[config.mk]
export PLATFORM = sky130hd
export DESIGN_NAME = mscc_clock_mode_ctrl
export DESIGN_NICKNAME = d
export VERILOG_FILES = /design/src/hw/mscc_pkg.sv /design/src/hw/mscc_strobe_gen.sv /design/src/hw/mscc_clock_mode_ctrl.sv
export VERILOG_INCLUDE_DIRS = /design/src /design/src/hw
export SDC_FILE = /design/constraint.sdc
export NUM_CORES = 1
export LEC_CHECK = 0
export ABC_AREA = 0
export BUFFER_PORTS_ARGS = -buffer_cell sky130_fd_sc_hd__clkbuf_2
export CORE_MARGIN = 1.5
export CORE_UTILIZATION = 45
export CTS_CLUSTER_SIZE = 20
export DETAILED_ROUTE_END_ITERATION = 16
export PLACE_DENSITY_LB_ADDON = 0.05
export SLEW_MARGIN = 20
export SYNTH_ARGS = -nofsm -noshare
export SYNTH_HDL_FRONTEND = slang
export SYNTH_SLANG_ARGS = --single-unit
[constraint.sdc]
create_clock -name clk -period 4.6 [get_ports clk]
set_clock_uncertainty 0.1 [all_clocks]
set_input_delay 0.92 -clock clk [delete_from_list [all_inputs] [get_ports clk]]
set_output_delay 0.92 -clock clk [all_outputs]
set_load 0.02 [all_outputs]
[src/hw/mscc_map.svh]
`ifndef MSCC_MAP_SVH
`define MSCC_MAP_SVH
// operating mode codes
`define MSCC_MODE_ASYNC_FB    3'h0
`define MSCC_MODE_V32_TERMINAL_SYNC_INPUT   3'h4
`define MSCC_MODE_V32_INT     3'h5
`define MSCC_MODE_V32_LOOP    3'h6
`define MSCC_MODE_ASYNC_TERMINAL_SYNC_INPUT 3'h7
// timing: master clock assumed by the divider constants
`define MSCC_MCLK_HZ          13824000
`define MSCC_CONV_DIV         1440
`define MSCC_BIT_DIV          3
`define MSCC_SYM_DIV          4
`define MSCC_PHASE_W          8
`define MSCC_RESET_CYCLES     4'h8
`endif

[src/hw/mscc_pkg.sv]
package mscc_pkg;
    typedef enum logic [2:0] {
        MSCC_ASYNC_FB    = 3'b000,
        MSCC_V32_TERMINAL_SYNC_INPUT   = 3'b100,
        MSCC_V32_INT     = 3'b101,
        MSCC_V32_LOOP    = 3'b110,
        MSCC_ASYNC_TERMINAL_SYNC_INPUT = 3'b111
    } mscc_mode_type;

    typedef enum logic [1:0] {
        MSCC_LK_IDLE  = 2'b00,
        MSCC_LK_RXTX  = 2'b01,
        MSCC_LK_TRACK = 2'b10
    } mscc_lock_type;

    typedef struct packed {
        logic convert;
        logic bitClk;
        logic symbolClk;
    } mscc_strobes_type;
endpackage

[src/hw/mscc_strobe_gen.sv]
`timescale 1ns/1ps
`include "mscc_map.svh"
module mscc_strobe_gen #(
    parameter int CONV_DIV = `MSCC_CONV_DIV,
    parameter int BIT_DIV  = `MSCC_BIT_DIV,
    parameter int SYM_DIV  = `MSCC_SYM_DIV
) (
    input  wire logic                      clk,       // master clock
    input  wire logic                      nrst,      // async reset
    input  wire logic                      ce,        // clock enable
    input  wire logic                      restart,   // realign to phase 0
    input  wire logic                      follow,    // slave to extStrobe
    input  wire logic                      extStrobe, // strobe to follow
    input  wire logic                      slip,      // retard one cycle
    input  wire logic                      advance,   // advance one cycle
    output mscc_pkg::mscc_strobes_type     strobes    // derived strobes
);
    logic [15:0] convCnt;
    logic [15:0] next_convCnt;
    logic [7:0]  bitCnt;
    logic [7:0]  next_bitCnt;
    logic [7:0]  symCnt;
    logic [7:0]  next_symCnt;
    mscc_pkg::mscc_strobes_type next_strobes;
    logic        conv;

    always_comb begin
        conv = 1'b0;
        next_convCnt = convCnt;
        if (restart) begin
            next_convCnt = 16'h0000;
        end else if (follow) begin
            conv = extStrobe;
            next_convCnt = 16'h0000;
        end else if (slip) begin
            next_convCnt = convCnt;
        end else if (convCnt >= 16'(CONV_DIV - 1)) begin
            // an advance at the wrap shortens the next period instead
            conv = 1'b1;
            next_convCnt = advance ? 16'h0001 : 16'h0000;
        end else if (advance && convCnt >= 16'(CONV_DIV - 2)) begin
            conv = 1'b1;
            next_convCnt = 16'h0000;
        end else begin
            next_convCnt = convCnt + (advance ? 16'h0002 : 16'h0001);
        end
        // bit and symbol clocks count conversion strobes only
        next_bitCnt = bitCnt;
        next_symCnt = symCnt;
        next_strobes = '0;
        next_strobes.convert = conv;
        if (restart) begin
            next_bitCnt = 8'h00;
            next_symCnt = 8'h00;
        end else if (conv) begin
            next_bitCnt = (bitCnt >= 8'(BIT_DIV - 1)) ? 8'h00 : bitCnt + 8'h01;
            next_symCnt = (symCnt >= 8'(SYM_DIV - 1)) ? 8'h00 : symCnt + 8'h01;
            next_strobes.bitClk    = (bitCnt >= 8'(BIT_DIV - 1));
            next_strobes.symbolClk = (symCnt >= 8'(SYM_DIV - 1));
        end
    end

    always_ff @(posedge clk or negedge nrst) begin
        if (!nrst) begin
            convCnt <= 16'h0000;
            bitCnt  <= 8'h00;
            symCnt  <= 8'h00;
            strobes <= '0;
        end else if (ce) begin
            convCnt <= next_convCnt;
            bitCnt  <= next_bitCnt;
            symCnt  <= next_symCnt;
            strobes <= next_strobes;
        end
    end
endmodule // mscc_strobe_gen

[src/hw/mscc_clock_mode_ctrl.sv]
// Functional notes
// - mode field: 000 async fallback, 111 async terminal_sync_input, 100/101/110 V.32.
// - V.32 terminal_sync_input and internal: interpolator loads on transmit strobe.
// - same modes: interpolator output on receive strobe; else unused.
// - receive phase adjust applies in every mode.
// - transmit phase adjust only in async fallback and V.32 internal.
// - loopback: receive phase changes shift transmit clocks equally.
// - receive bit and symbol clocks derive from receive strobe.
// - transmit bit and symbol clocks derive from transmit strobe.
// - async terminal_sync_input: transmit locked to terminal sync, receive free.
// - V.32 terminal_sync_input: lock receive to transmit first, then transmit to sync.
// - entering V.32 from non-V.32 mode performs a soft reset.
// - loopback: all clocks except receive strobe locked to receive strobe.
`timescale 1ns/1ps
`include "mscc_map.svh"
module mscc_clock_mode_ctrl #(
    parameter int CONV_DIV = `MSCC_CONV_DIV,
    parameter int PHASE_W  = `MSCC_PHASE_W
) (
    input  wire logic                   clk,             // 13.824 MHz master
    input  wire logic                   nrst,            // async reset
    input  wire logic                   ce,              // clock enable
    input  wire logic [2:0]             operatingMode,   // mode field
    input  wire logic [PHASE_W-1:0]     rxPhaseAdjust,   // signed rx phase
    input  wire logic [PHASE_W-1:0]     txPhaseAdjust,   // signed tx phase
    input  wire logic                   terminalSyncIn,  // pin, async
    output mscc_pkg::mscc_strobes_type  rxClocks,        // rx strobes
    output mscc_pkg::mscc_strobes_type  txClocks,        // tx strobes
    output logic                        adcUpdate,       // adc pacing
    output logic                        dacUpdate,       // dac pacing
    output logic                        interpLoad,      // interp input
    output logic                        interpOut,       // interp output
    output logic                        interpEnable,    // interp in use
    output logic                        loopActive,      // tracking loop on
    output logic                        softReset        // soft reset pulse
);
    // CONV_DIV assumes the 13.824 MHz master clock
    // ------------------------------------------------------------
    // input synchroniser
    // ------------------------------------------------------------
    logic syncMeta;
    logic syncIn;
    logic syncPrev;
    always_ff @(posedge clk or negedge nrst) begin
        if (!nrst) begin
            syncMeta <= 1'b0;
            syncIn   <= 1'b0;
            syncPrev <= 1'b0;
        end else if (ce) begin
            syncMeta <= terminalSyncIn;
            syncIn   <= syncMeta;
            syncPrev <= syncIn;
        end
    end
    logic syncEdge;
    assign syncEdge = syncIn & ~syncPrev;

    // ------------------------------------------------------------
    // mode decode
    // ------------------------------------------------------------
    logic isAsyncTs;
    logic isV32Ts;
    logic isV32Int;
    logic isLoop;
    logic isV32;
    always_comb begin
        isAsyncTs = (operatingMode == `MSCC_MODE_ASYNC_TERMINAL_SYNC_INPUT);
        isV32Ts   = (operatingMode == `MSCC_MODE_V32_TERMINAL_SYNC_INPUT);
        isV32Int  = (operatingMode == `MSCC_MODE_V32_INT);
        isLoop    = (operatingMode == `MSCC_MODE_V32_LOOP);
        isV32     = isV32Ts | isV32Int | isLoop;
    end

    // ------------------------------------------------------------
    // mode tracking, soft reset and lock sequence
    // ------------------------------------------------------------
    mscc_pkg::mscc_lock_type lockState;
    mscc_pkg::mscc_lock_type next_lockState;
    logic [2:0] lastMode;
    logic [2:0] next_lastMode;
    logic [3:0] rstCnt;
    logic [3:0] next_rstCnt;
    logic       next_softReset;
    logic       rxConv;
    logic       txConv;
    logic       modeChange;

    assign modeChange = (operatingMode != lastMode);

    always_comb begin
        next_lastMode  = operatingMode;
        next_lockState = lockState;
        next_rstCnt    = (rstCnt != 4'h0) ? rstCnt - 4'h1 : 4'h0;
        next_softReset = (rstCnt > 4'h1);
        if (modeChange) begin
            if (isV32 && !(lastMode == `MSCC_MODE_V32_TERMINAL_SYNC_INPUT ||
                           lastMode == `MSCC_MODE_V32_INT ||
                           lastMode == `MSCC_MODE_V32_LOOP)) begin
                next_rstCnt    = `MSCC_RESET_CYCLES;
                next_softReset = 1'b1;
            end
            next_lockState = (isV32Ts | isV32Int)
                           ? mscc_pkg::MSCC_LK_RXTX
                           : mscc_pkg::MSCC_LK_IDLE;
        end else begin
            case (lockState)
                mscc_pkg::MSCC_LK_IDLE: begin
                    next_lockState = mscc_pkg::MSCC_LK_IDLE;
                end
                mscc_pkg::MSCC_LK_RXTX: begin
                    // rx locked once it realigns on a tx strobe
                    if (txConv && isV32Ts) begin
                        next_lockState = mscc_pkg::MSCC_LK_TRACK;
                    end else if (txConv) begin
                        next_lockState = mscc_pkg::MSCC_LK_IDLE;
                    end
                end
                mscc_pkg::MSCC_LK_TRACK: begin
                    next_lockState = mscc_pkg::MSCC_LK_TRACK;
                end
                default: begin
                    next_lockState = mscc_pkg::MSCC_LK_IDLE;
                end
            endcase
        end
    end

    always_ff @(posedge clk or negedge nrst) begin
        if (!nrst) begin
            lastMode  <= `MSCC_MODE_ASYNC_FB;
            lockState <= mscc_pkg::MSCC_LK_IDLE;
            rstCnt    <= 4'h0;
            softReset <= 1'b0;
        end else if (ce) begin
            lastMode  <= next_lastMode;
            lockState <= next_lockState;
            rstCnt    <= next_rstCnt;
            softReset <= next_softReset;
        end
    end

    // ------------------------------------------------------------
    // phase adjust: pending signed offsets, one cycle per step
    // ------------------------------------------------------------
    logic [PHASE_W-1:0] rxSeen;
    logic [PHASE_W-1:0] txSeen;
    logic [PHASE_W:0]   rxPend;
    logic [PHASE_W:0]   txPend;
    logic [PHASE_W-1:0] next_rxSeen;
    logic [PHASE_W-1:0] next_txSeen;
    logic [PHASE_W:0]   next_rxPend;
    logic [PHASE_W:0]   next_txPend;
    logic rxAdv;
    logic rxSlip;
    logic txAdv;
    logic txSlip;
    logic txAdjOk;

    assign txAdjOk = (operatingMode == `MSCC_MODE_ASYNC_FB) | isV32Int;

    always_comb begin
        next_rxSeen = rxPhaseAdjust;
        next_txSeen = txPhaseAdjust;
        next_rxPend = rxPend;
        next_txPend = txPend;
        rxAdv  = ~rxPend[PHASE_W] & (rxPend != '0);
        rxSlip = rxPend[PHASE_W];
        txAdv  = txAdjOk & ~txPend[PHASE_W] & (txPend != '0);
        txSlip = txAdjOk & txPend[PHASE_W];
        if (rxAdv) next_rxPend = rxPend - 1'b1;
        if (rxSlip) next_rxPend = rxPend + 1'b1;
        if (txAdv) next_txPend = txPend - 1'b1;
        if (txSlip) next_txPend = txPend + 1'b1;
        // new write adds the difference to the pending offset
        if (rxPhaseAdjust != rxSeen) begin
            next_rxPend = next_rxPend + {rxPhaseAdjust[PHASE_W-1],
                rxPhaseAdjust} - {rxSeen[PHASE_W-1], rxSeen};
        end
        if (!txAdjOk) begin
            next_txPend = '0;
        end else if (txPhaseAdjust != txSeen) begin
            next_txPend = next_txPend + {txPhaseAdjust[PHASE_W-1],
                txPhaseAdjust} - {txSeen[PHASE_W-1], txSeen};
        end
    end

    always_ff @(posedge clk or negedge nrst) begin
        if (!nrst) begin
            rxSeen <= '0;
            txSeen <= '0;
            rxPend <= '0;
            txPend <= '0;
        end else if (ce) begin
            rxSeen <= next_rxSeen;
            txSeen <= next_txSeen;
            rxPend <= next_rxPend;
            txPend <= next_txPend;
        end
    end

    // ------------------------------------------------------------
    // strobe generators
    // ------------------------------------------------------------
    mscc_pkg::mscc_strobes_type rxGen;
    mscc_pkg::mscc_strobes_type txGen;
    logic txFollowRx;
    logic txFollowSync;
    logic rxFollowTx;

    // loopback tx follows rx strobe, so rx adjust moves tx
    assign txFollowRx   = isLoop;
    // only terminal_sync_input modes track the terminal sync
    assign txFollowSync = isAsyncTs |
        (isV32Ts && lockState == mscc_pkg::MSCC_LK_TRACK);
    // initial alignment of rx on tx in the V.32 terminal_sync_input and internal modes
    assign rxFollowTx   = (lockState == mscc_pkg::MSCC_LK_RXTX);

    mscc_strobe_gen #(
        .CONV_DIV (CONV_DIV)
    ) u_rx (
        .clk       (clk),
        .nrst      (nrst),
        .ce        (ce),
        .restart   (softReset),
        .follow    (rxFollowTx),
        .extStrobe (txGen.convert),
        .slip      (rxSlip),
        .advance   (rxAdv),
        .strobes   (rxGen)
    );

    mscc_strobe_gen #(
        .CONV_DIV (CONV_DIV)
    ) u_tx (
        .clk       (clk),
        .nrst      (nrst),
        .ce        (ce),
        .restart   (softReset),
        .follow    (txFollowRx | txFollowSync),
        .extStrobe (txFollowRx ? rxGen.convert : syncEdge),
        .slip      (txSlip),
        .advance   (txAdv),
        .strobes   (txGen)
    );

    assign rxConv = rxGen.convert;
    assign txConv = txGen.convert;

    // ------------------------------------------------------------
    // registered outputs
    // ------------------------------------------------------------
    logic interpOn;
    assign interpOn = isV32Ts | isV32Int;

    always_ff @(posedge clk or negedge nrst) begin
        if (!nrst) begin
            rxClocks     <= '0;
            txClocks     <= '0;
            adcUpdate    <= 1'b0;
            dacUpdate    <= 1'b0;
            interpLoad   <= 1'b0;
            interpOut    <= 1'b0;
            interpEnable <= 1'b0;
            loopActive   <= 1'b0;
        end else if (ce) begin
            rxClocks     <= rxGen;
            txClocks     <= txGen;
            adcUpdate    <= isV32 ? txConv : rxConv;
            dacUpdate    <= txConv;
            interpLoad   <= interpOn & txConv;
            interpOut    <= interpOn & rxConv;
            interpEnable <= interpOn;
            loopActive   <= txFollowSync;
        end
    end
endmodule // mscc_clock_mode_ctrl

==> results of run 1 <==
[metrics by stage]
stage	power, mW	setup slack [ps]	area [um2]	util (%)	std cells
detailed placement	3.84	40.1	8490	48.7	1099
finish	5.19	344	9080	52.2	1131
global route	5.62	60.8	9080	52.2	1131
CTS	5.21	233	9070	52.1	1131
floorplan	3.30	49.4	8080	-	863
global placement	3.78	100	8490	48.7	1099
[Yosys cell counts (all sizes together) (3+ instances only)]
library cell  instances  area [um2]
a21o                  9        67.6
a21oi                37         196
a221o                 6        60.1
a22o                  5        43.8
a31oi                 9        56.3
and2                 27         169
and3                 10        62.6
and4                  3        26.3
buf                  15        82.6
clkbuf               25        95.1
dfrtp               128        3200
fa                   18         360
ha                   49         613
inv                  87         327
mux2                 14         158
mux2i                 5        50.1
nand2                71         267
nand2b                4        25.0
nand3                24         120
nand3b                7        52.6
nand4                19         119
nor2                 70         265
nor2b                 6        37.5
nor3                 23         131
nor3b                 4        30.0
nor4                  7        50.1
nor4b                 3        26.3
o2111ai               4        35.0
o211ai                3        22.5
o21a                  3        22.5
o21ai                42         221
o221ai               10        93.8
o22ai                 8        50.1
o2bb2ai               8        70.1
o31ai                 9        72.6
o41ai                 6        52.6
or2                   5        31.3
or3                   5        31.3
or4                   6        45.0
xnor2                25         219
xor2                 26         246
[cell usage in the layout (no fill, tap or decap), types with 5 or more instances in the layout]
| cell type | n |
|---|---|
| xnor2_1 | 25 |
| o22ai_1 | 8 |
| nand3b_1 | 7 |
| nor4_1 | 6 |
| inv_1 | 84 |
| o21ai_0 | 40 |
| nor2_1 | 69 |
| or2_2 | 5 |
| dfrtp_1 | 128 |
| and3_1 | 10 |
| clkbuf_16 | 17 |
| clkbuf_2 | 33 |
| fa_1 | 18 |
| a221o_1 | 6 |
| mux2i_1 | 5 |
| and2_1 | 27 |
| a21oi_1 | 34 |
| xor2_1 | 25 |
| nand2_1 | 71 |
| nand3_1 | 24 |
| a22o_1 | 5 |
| or3_1 | 5 |
| buf_4 | 17 |
| or4_1 | 6 |
| o41ai_1 | 5 |
| o221ai_1 | 9 |
| a31oi_1 | 9 |
| o31ai_1 | 8 |
| nand4_1 | 19 |
| mux2_2 | 14 |
| nor2b_1 | 6 |
| o2bb2ai_1 | 8 |
| a21o_1 | 9 |
| nor3_1 | 21 |
| ha_1 | 49 |
[cell families after synthesis]
logic type / synth area share [%]
XOR/XNOR: 5.76
multiplexers: 2.57
adder cells (fa/ha/maj): 12.0
flip-flops: 39.6
AND/OR/NAND/NOR: 19.0
buffers and inverters: 6.24
AO/OA/AOI/OAI: 14.8
[registers in the layout (all words and copies together), names as in the netlist, 9 cells and up]
signal,count
u_rx.convCnt,16
rxPend,9
u_tx.convCnt,16
txPend,9
[worst max-delay path, stage by stage, from the launching register on]
cell	delay (ps)
dfrtp_1	480
nor4_2	410
nand2_1	180
and2_1	220
buf_4	150
a22oi_1	220
xor2_1	260
fa_1	470
inv_1	80
ha_1	270
and3_1	190
a221o_1	350
o41ai_2	240
xor2_1	190
nor2_1	70
a221o_1	270
[cell type report]
class                      count  area (um2)  area share, %
multi-input combinational    608        4380           48.3
sequential                   128        3200           35.3
clock buffer                  21         480           5.29
inverter                      87         327           3.59
timing repair buffer          51         304           3.35
tap                          225         282           3.10
clock inverter                11         105           1.16
[power by group]
part,switching (mW),total [mW],leakage (nW),internal [mW]
registers,0.242,1.50,1.70,1.26
clock network,0.524,1.33,0.278,0.802
logic,1.33,2.37,2.21,1.04
[worst max-delay path by stage]
stage	end	startpoint	slack, ps
2_1_floorplan	txPend[7]	operatingMode[0]	50
4_1_cts	txPend[7]	txPend[0]	230
3_5_place_dp	txPend[7]	operatingMode[0]	40
3_3_place_gp	txPend[7]	operatingMode[0]	100
5_1_grt	rxPend[8]	rxPend[0]	60
6_report	txPend[7]	txPend[5]	340
[timing repair]
item / in CTS / in global routing
gates resized for setup: 0 / 2
setup endpoints to repair: 0 / 1
hold endpoints to repair: 0 / 0
[routing by layer]
| layer | global-route usage, % | vias to the layer above |
|---|---|---|
| li1 | - | 3064 |
| met1 | 28.1 | 3056 |
| met2 | 33.3 | 95 |
| met3 | 4.37 | 19 |
| met4 | 6.02 | 0 |
| met5 | 0 | - |
==> impl_metrics.tcl, run 1 <==
set metrics [dict create \
    yosysWarnings 0 \
    core_mm2 0.0174 \
    post-cts-setup-buffers 0 \
    status "completed" \
    cts.sink_count 128 \
    clockBufferDepth 2 \
    setup_viol 0 \
    first_pass_iters 5 \
    clk_latency_ps 420 \
    fin_crit_ps 4260 \
    hold_end "u_rx.bitCnt[3]" \
    hold_buffers 0 \
    synth_edf_count 0 \
    rows 48 \
    num_vias 6234 \
    synthToLayoutAreaGrowth_pct 12.5 \
    ys_seq_elements 128 \
    path_max_fanout 9 \
    met2WireLength_um 8410 \
    hp-class "flop to flop" \
    arrival_ps 4460 \
    critPathCaptureType "flop" \
    ys_types 72 \
    finalMaxSlewViolations 0 \
    io-pin-count 36 \
    vdd.ir_drop.worst_mv 0.312 \
    rrSetupSlack_ps 340 \
    fin_crit_sh_pct 92.5 \
    first_global_vias 6212 \
    vias_per_cell 5.51 \
    grt_setup_unrepaired "false" \
    tns_ps 0 \
    start_util_pct 46.4 \
    hold_depth 1 \
    ant_nets 0 \
    drt-initial-drc-count 298 \
    antennaDiodeCount 0 \
    grt_max_degree 79 \
    clkTransAtPathRegs_ps 60 \
    p_leak_nw 4.19 \
    cts_root_buffer "clkbuf_16" \
    synthArstFlopShare_pct 100 \
    wl_per_cell_um 15.9 \
    relSlewSlack_pct 24.5 \
    yosysSeqAreaShare_pct 39.6 \
    cts_tree "built" \
    gp_congestion 0.875 \
    port_buffers 35 \
    syn_area_per_cell_um2 9.36 \
    rr_worst_depth 15 \
    synth_ff_type "dfrtp_1" \
    maxCapViolCount 0 \
    critPathLaunchType "flop" \
    cts_buffers 17 \
    powerDensity_mw_per_mm2 572 \
    met3_length_um 556 \
    die_y_um 137 \
    crit_type "flop to flop" \
    hpwl_um 12800 \
    synth_cells 863 \
    dieArea_mm2 0.0188 \
    hold_start "u_rx.bitCnt[3]" \
    finalHoldViolCount 0 \
    cp.required_ps 4800 \
    wl_met1_um 8740 \
    grt_pass1_wl_um 30300 \
    hold-worst-slack_ps 376 \
    fp.dieW_um 137 \
    synth_nets 953 \
    worstMarginPinSlew_ps 1130 \
    overflow 0 \
    postRouteWirelength_um 17900 \
    clock.fmax_mhz 235 \
    dr.max_layer_used "met4" \
    worstReg2RegStart "txPend[5]" \
    antenna_found_initial 0 \
    final_nets 983 \
    cts_htree_levels 4 \
    drive_gt1_share_pct 13.4 \
    grt_usage_pct 20.7 \
    syn_area_mm2 0.00808 \
    worstReg2RegEnd "txPend[7]" \
    fillerInstances 1635 \
    drc 0 \
]
Power figures use the tool's default switching activity.
==> inputs of run 2 (changes only) <==
--- a/config.mk
+++ b/config.mk
@@ -10,6 +10,7 @@
 export BUFFER_PORTS_ARGS = -buffer_cell sky130_fd_sc_hd__clkbuf_2
 export CORE_MARGIN = 1.5
 export CORE_UTILIZATION = 45
+export CTS_BUF_LIST = sky130_fd_sc_hd__clkbuf_4 sky130_fd_sc_hd__clkbuf_8
 export CTS_CLUSTER_SIZE = 20
 export DETAILED_ROUTE_END_ITERATION = 16
 export PLACE_DENSITY_LB_ADDON = 0.05
==> run 2 against run 1 <==
Worst hold slack worse by 11 ps. First-iteration DRC count up 15%. Routed wire length down 0.44%. Largest cell class unchanged.
==> impl_metrics.tcl, run 2 (synthesis results as in run 1) <==
set metrics [dict create \
    rr_worst_depth 15 \
    critPathCaptureType "flop" \
    port_buffers 35 \
    power.total_mw 4.83 \
    vias_per_cell 5.53 \
    cts_root_buffer "clkbuf_8" \
    path_max_fanout 9 \
    clk_latency_ps 450 \
    layout_commonest_cell "dfrtp_1" \
    p_leak_nw 4.10 \
    hpwl_um 12800 \
    cts_tree "built" \
    startpoint "txPend[5]" \
    drt-initial-drc-count 342 \
    fin_util_pct 51.1 \
    post-cts-setup-buffers 0 \
    cts_htree_levels 4 \
    gp_congestion 0.875 \
    clkTransAtPathRegs_ps 80 \
    grt_setup_unrepaired "false" \
    cts_buffers 17 \
    first_global_vias 6240 \
    vdd.ir_drop.worst_mv 0.293 \
    crit_type "flop to flop" \
    antenna_found_initial 0 \
    grt_pass1_wl_um 30300 \
    antennaDiodeCount 0 \
    postRouteWirelength_um 17800 \
    finalHoldViolCount 0 \
    finalMaxSlewViolations 0 \
    clockBufferDepth 2 \
    core_mm2 0.0174 \
    critPathLaunchType "flop" \
    drc 0 \
    worstMarginPinSlew_ps 1100 \
    io-pin-count 36 \
    dp_cells 1099 \
    tns_ps 0 \
    cts.sink_count 128 \
    status "completed" \
    fin_crit_sh_pct 92.7 \
    final_nets 983 \
    hp-class "primary input to async pin" \
    ant_nets 0 \
    grt_usage_pct 20.7 \
    dp_slack_ps 40.1 \
    finalWorstSetupSlack_ps 337 \
    hold_buffers 0 \
    arrival_ps 4500 \
    reg.largest.list "u_rx.convCnt: 16 flops, u_tx.convCnt: 16 flops" \
    clock.fmax_mhz 235 \
    wl_per_cell_um 15.8 \
    setup_viol 0 \
    powerDensity_mw_per_mm2 543 \
    synthToLayoutAreaGrowth_pct 10.1 \
    num_vias 6256 \
    fillerInstances 1663 \
    start_util_pct 46.4 \
    fp.dieW_um 137 \
    maxCapViolCount 0 \
    overflow 0 \
    final_cell_count_no_fill 1131 \
    first_pass_iters 5 \
    drive_gt1_share_pct 13.4 \
    fin_crit_ps 4260 \
    die_y_um 137 \
    relSlewSlack_pct 26.2 \
    cp.required_ps 4830 \
    worstReg2RegStart "txPend[5]" \
    dieArea_mm2 0.0188 \
    final_cell_mix "dfrtp_1 (128), inv_1 (84), nand2_1 (71)" \
    rows 48 \
    grt_max_degree 79 \
]
run 2: critical path: stages, from the launching register on:
cell,delay (ps)
dfrtp_1,490
nor4_2,420
nand2_1,180
and2_1,220
buf_4,150
a22oi_1,220
xor2_1,260
fa_1,470
inv_1,80
ha_1,270
and3_1,190
a221o_1,350
o41ai_2,240
xor2_1,190
nor2_1,70
a221o_1,270
run 2: final timing paths:
path,to,slack (ps)
max,txPend[7],340
min,txSeen[1],360
max reg2reg,txPend[7],340
min reg2reg,u_rx.bitCnt[3],380
max in group asynchronous,u_rx.bitCnt[2],3090
min in group clk,u_rx.bitCnt[3],380
run 2: cell type report:
type                    count  area (um2)  area share (%)
multi-input cells         608        4380            49.3
flip-flops and latches    128        3200            36.0
clock buffers              21         289            3.25
inverters                  87         327            3.67
repair buffers             51         304            3.42
clock inverters            11         105            1.18
well taps                 225         282            3.17
run 2: where the power goes:
group          internal [mW]  leakage [nW]  total (mW)  switching, mW
registers               1.26          1.70        1.50          0.243
logic                   1.04          2.21        2.36           1.32
clock network          0.486         0.190       0.967          0.481
total                   2.78          4.10        4.83           2.05
run 2: what timing repair did:
item                       in CTS  in global routing
hold endpoints to repair        0                  0
setup endpoints to repair       0                  1
resized for setup               0                  2
run 2: stage by stage:
stage               cell area (um2)  hold WS [ps]
floorplan                      8080           341
CTS                            8880           385
global route                   8890           403
finish                         8890           365
global placement               8490           360
detailed placement             8490           362
run 2: routing by layer:
metal	up-vias	GRT usage (%)	share of wire [%]
met5	-	0	0
met4	0	6.20	1.1
met3	18	4.52	3.3
met2	111	33.2	47
met1	3067	28.0	49
li1	3060	-	-
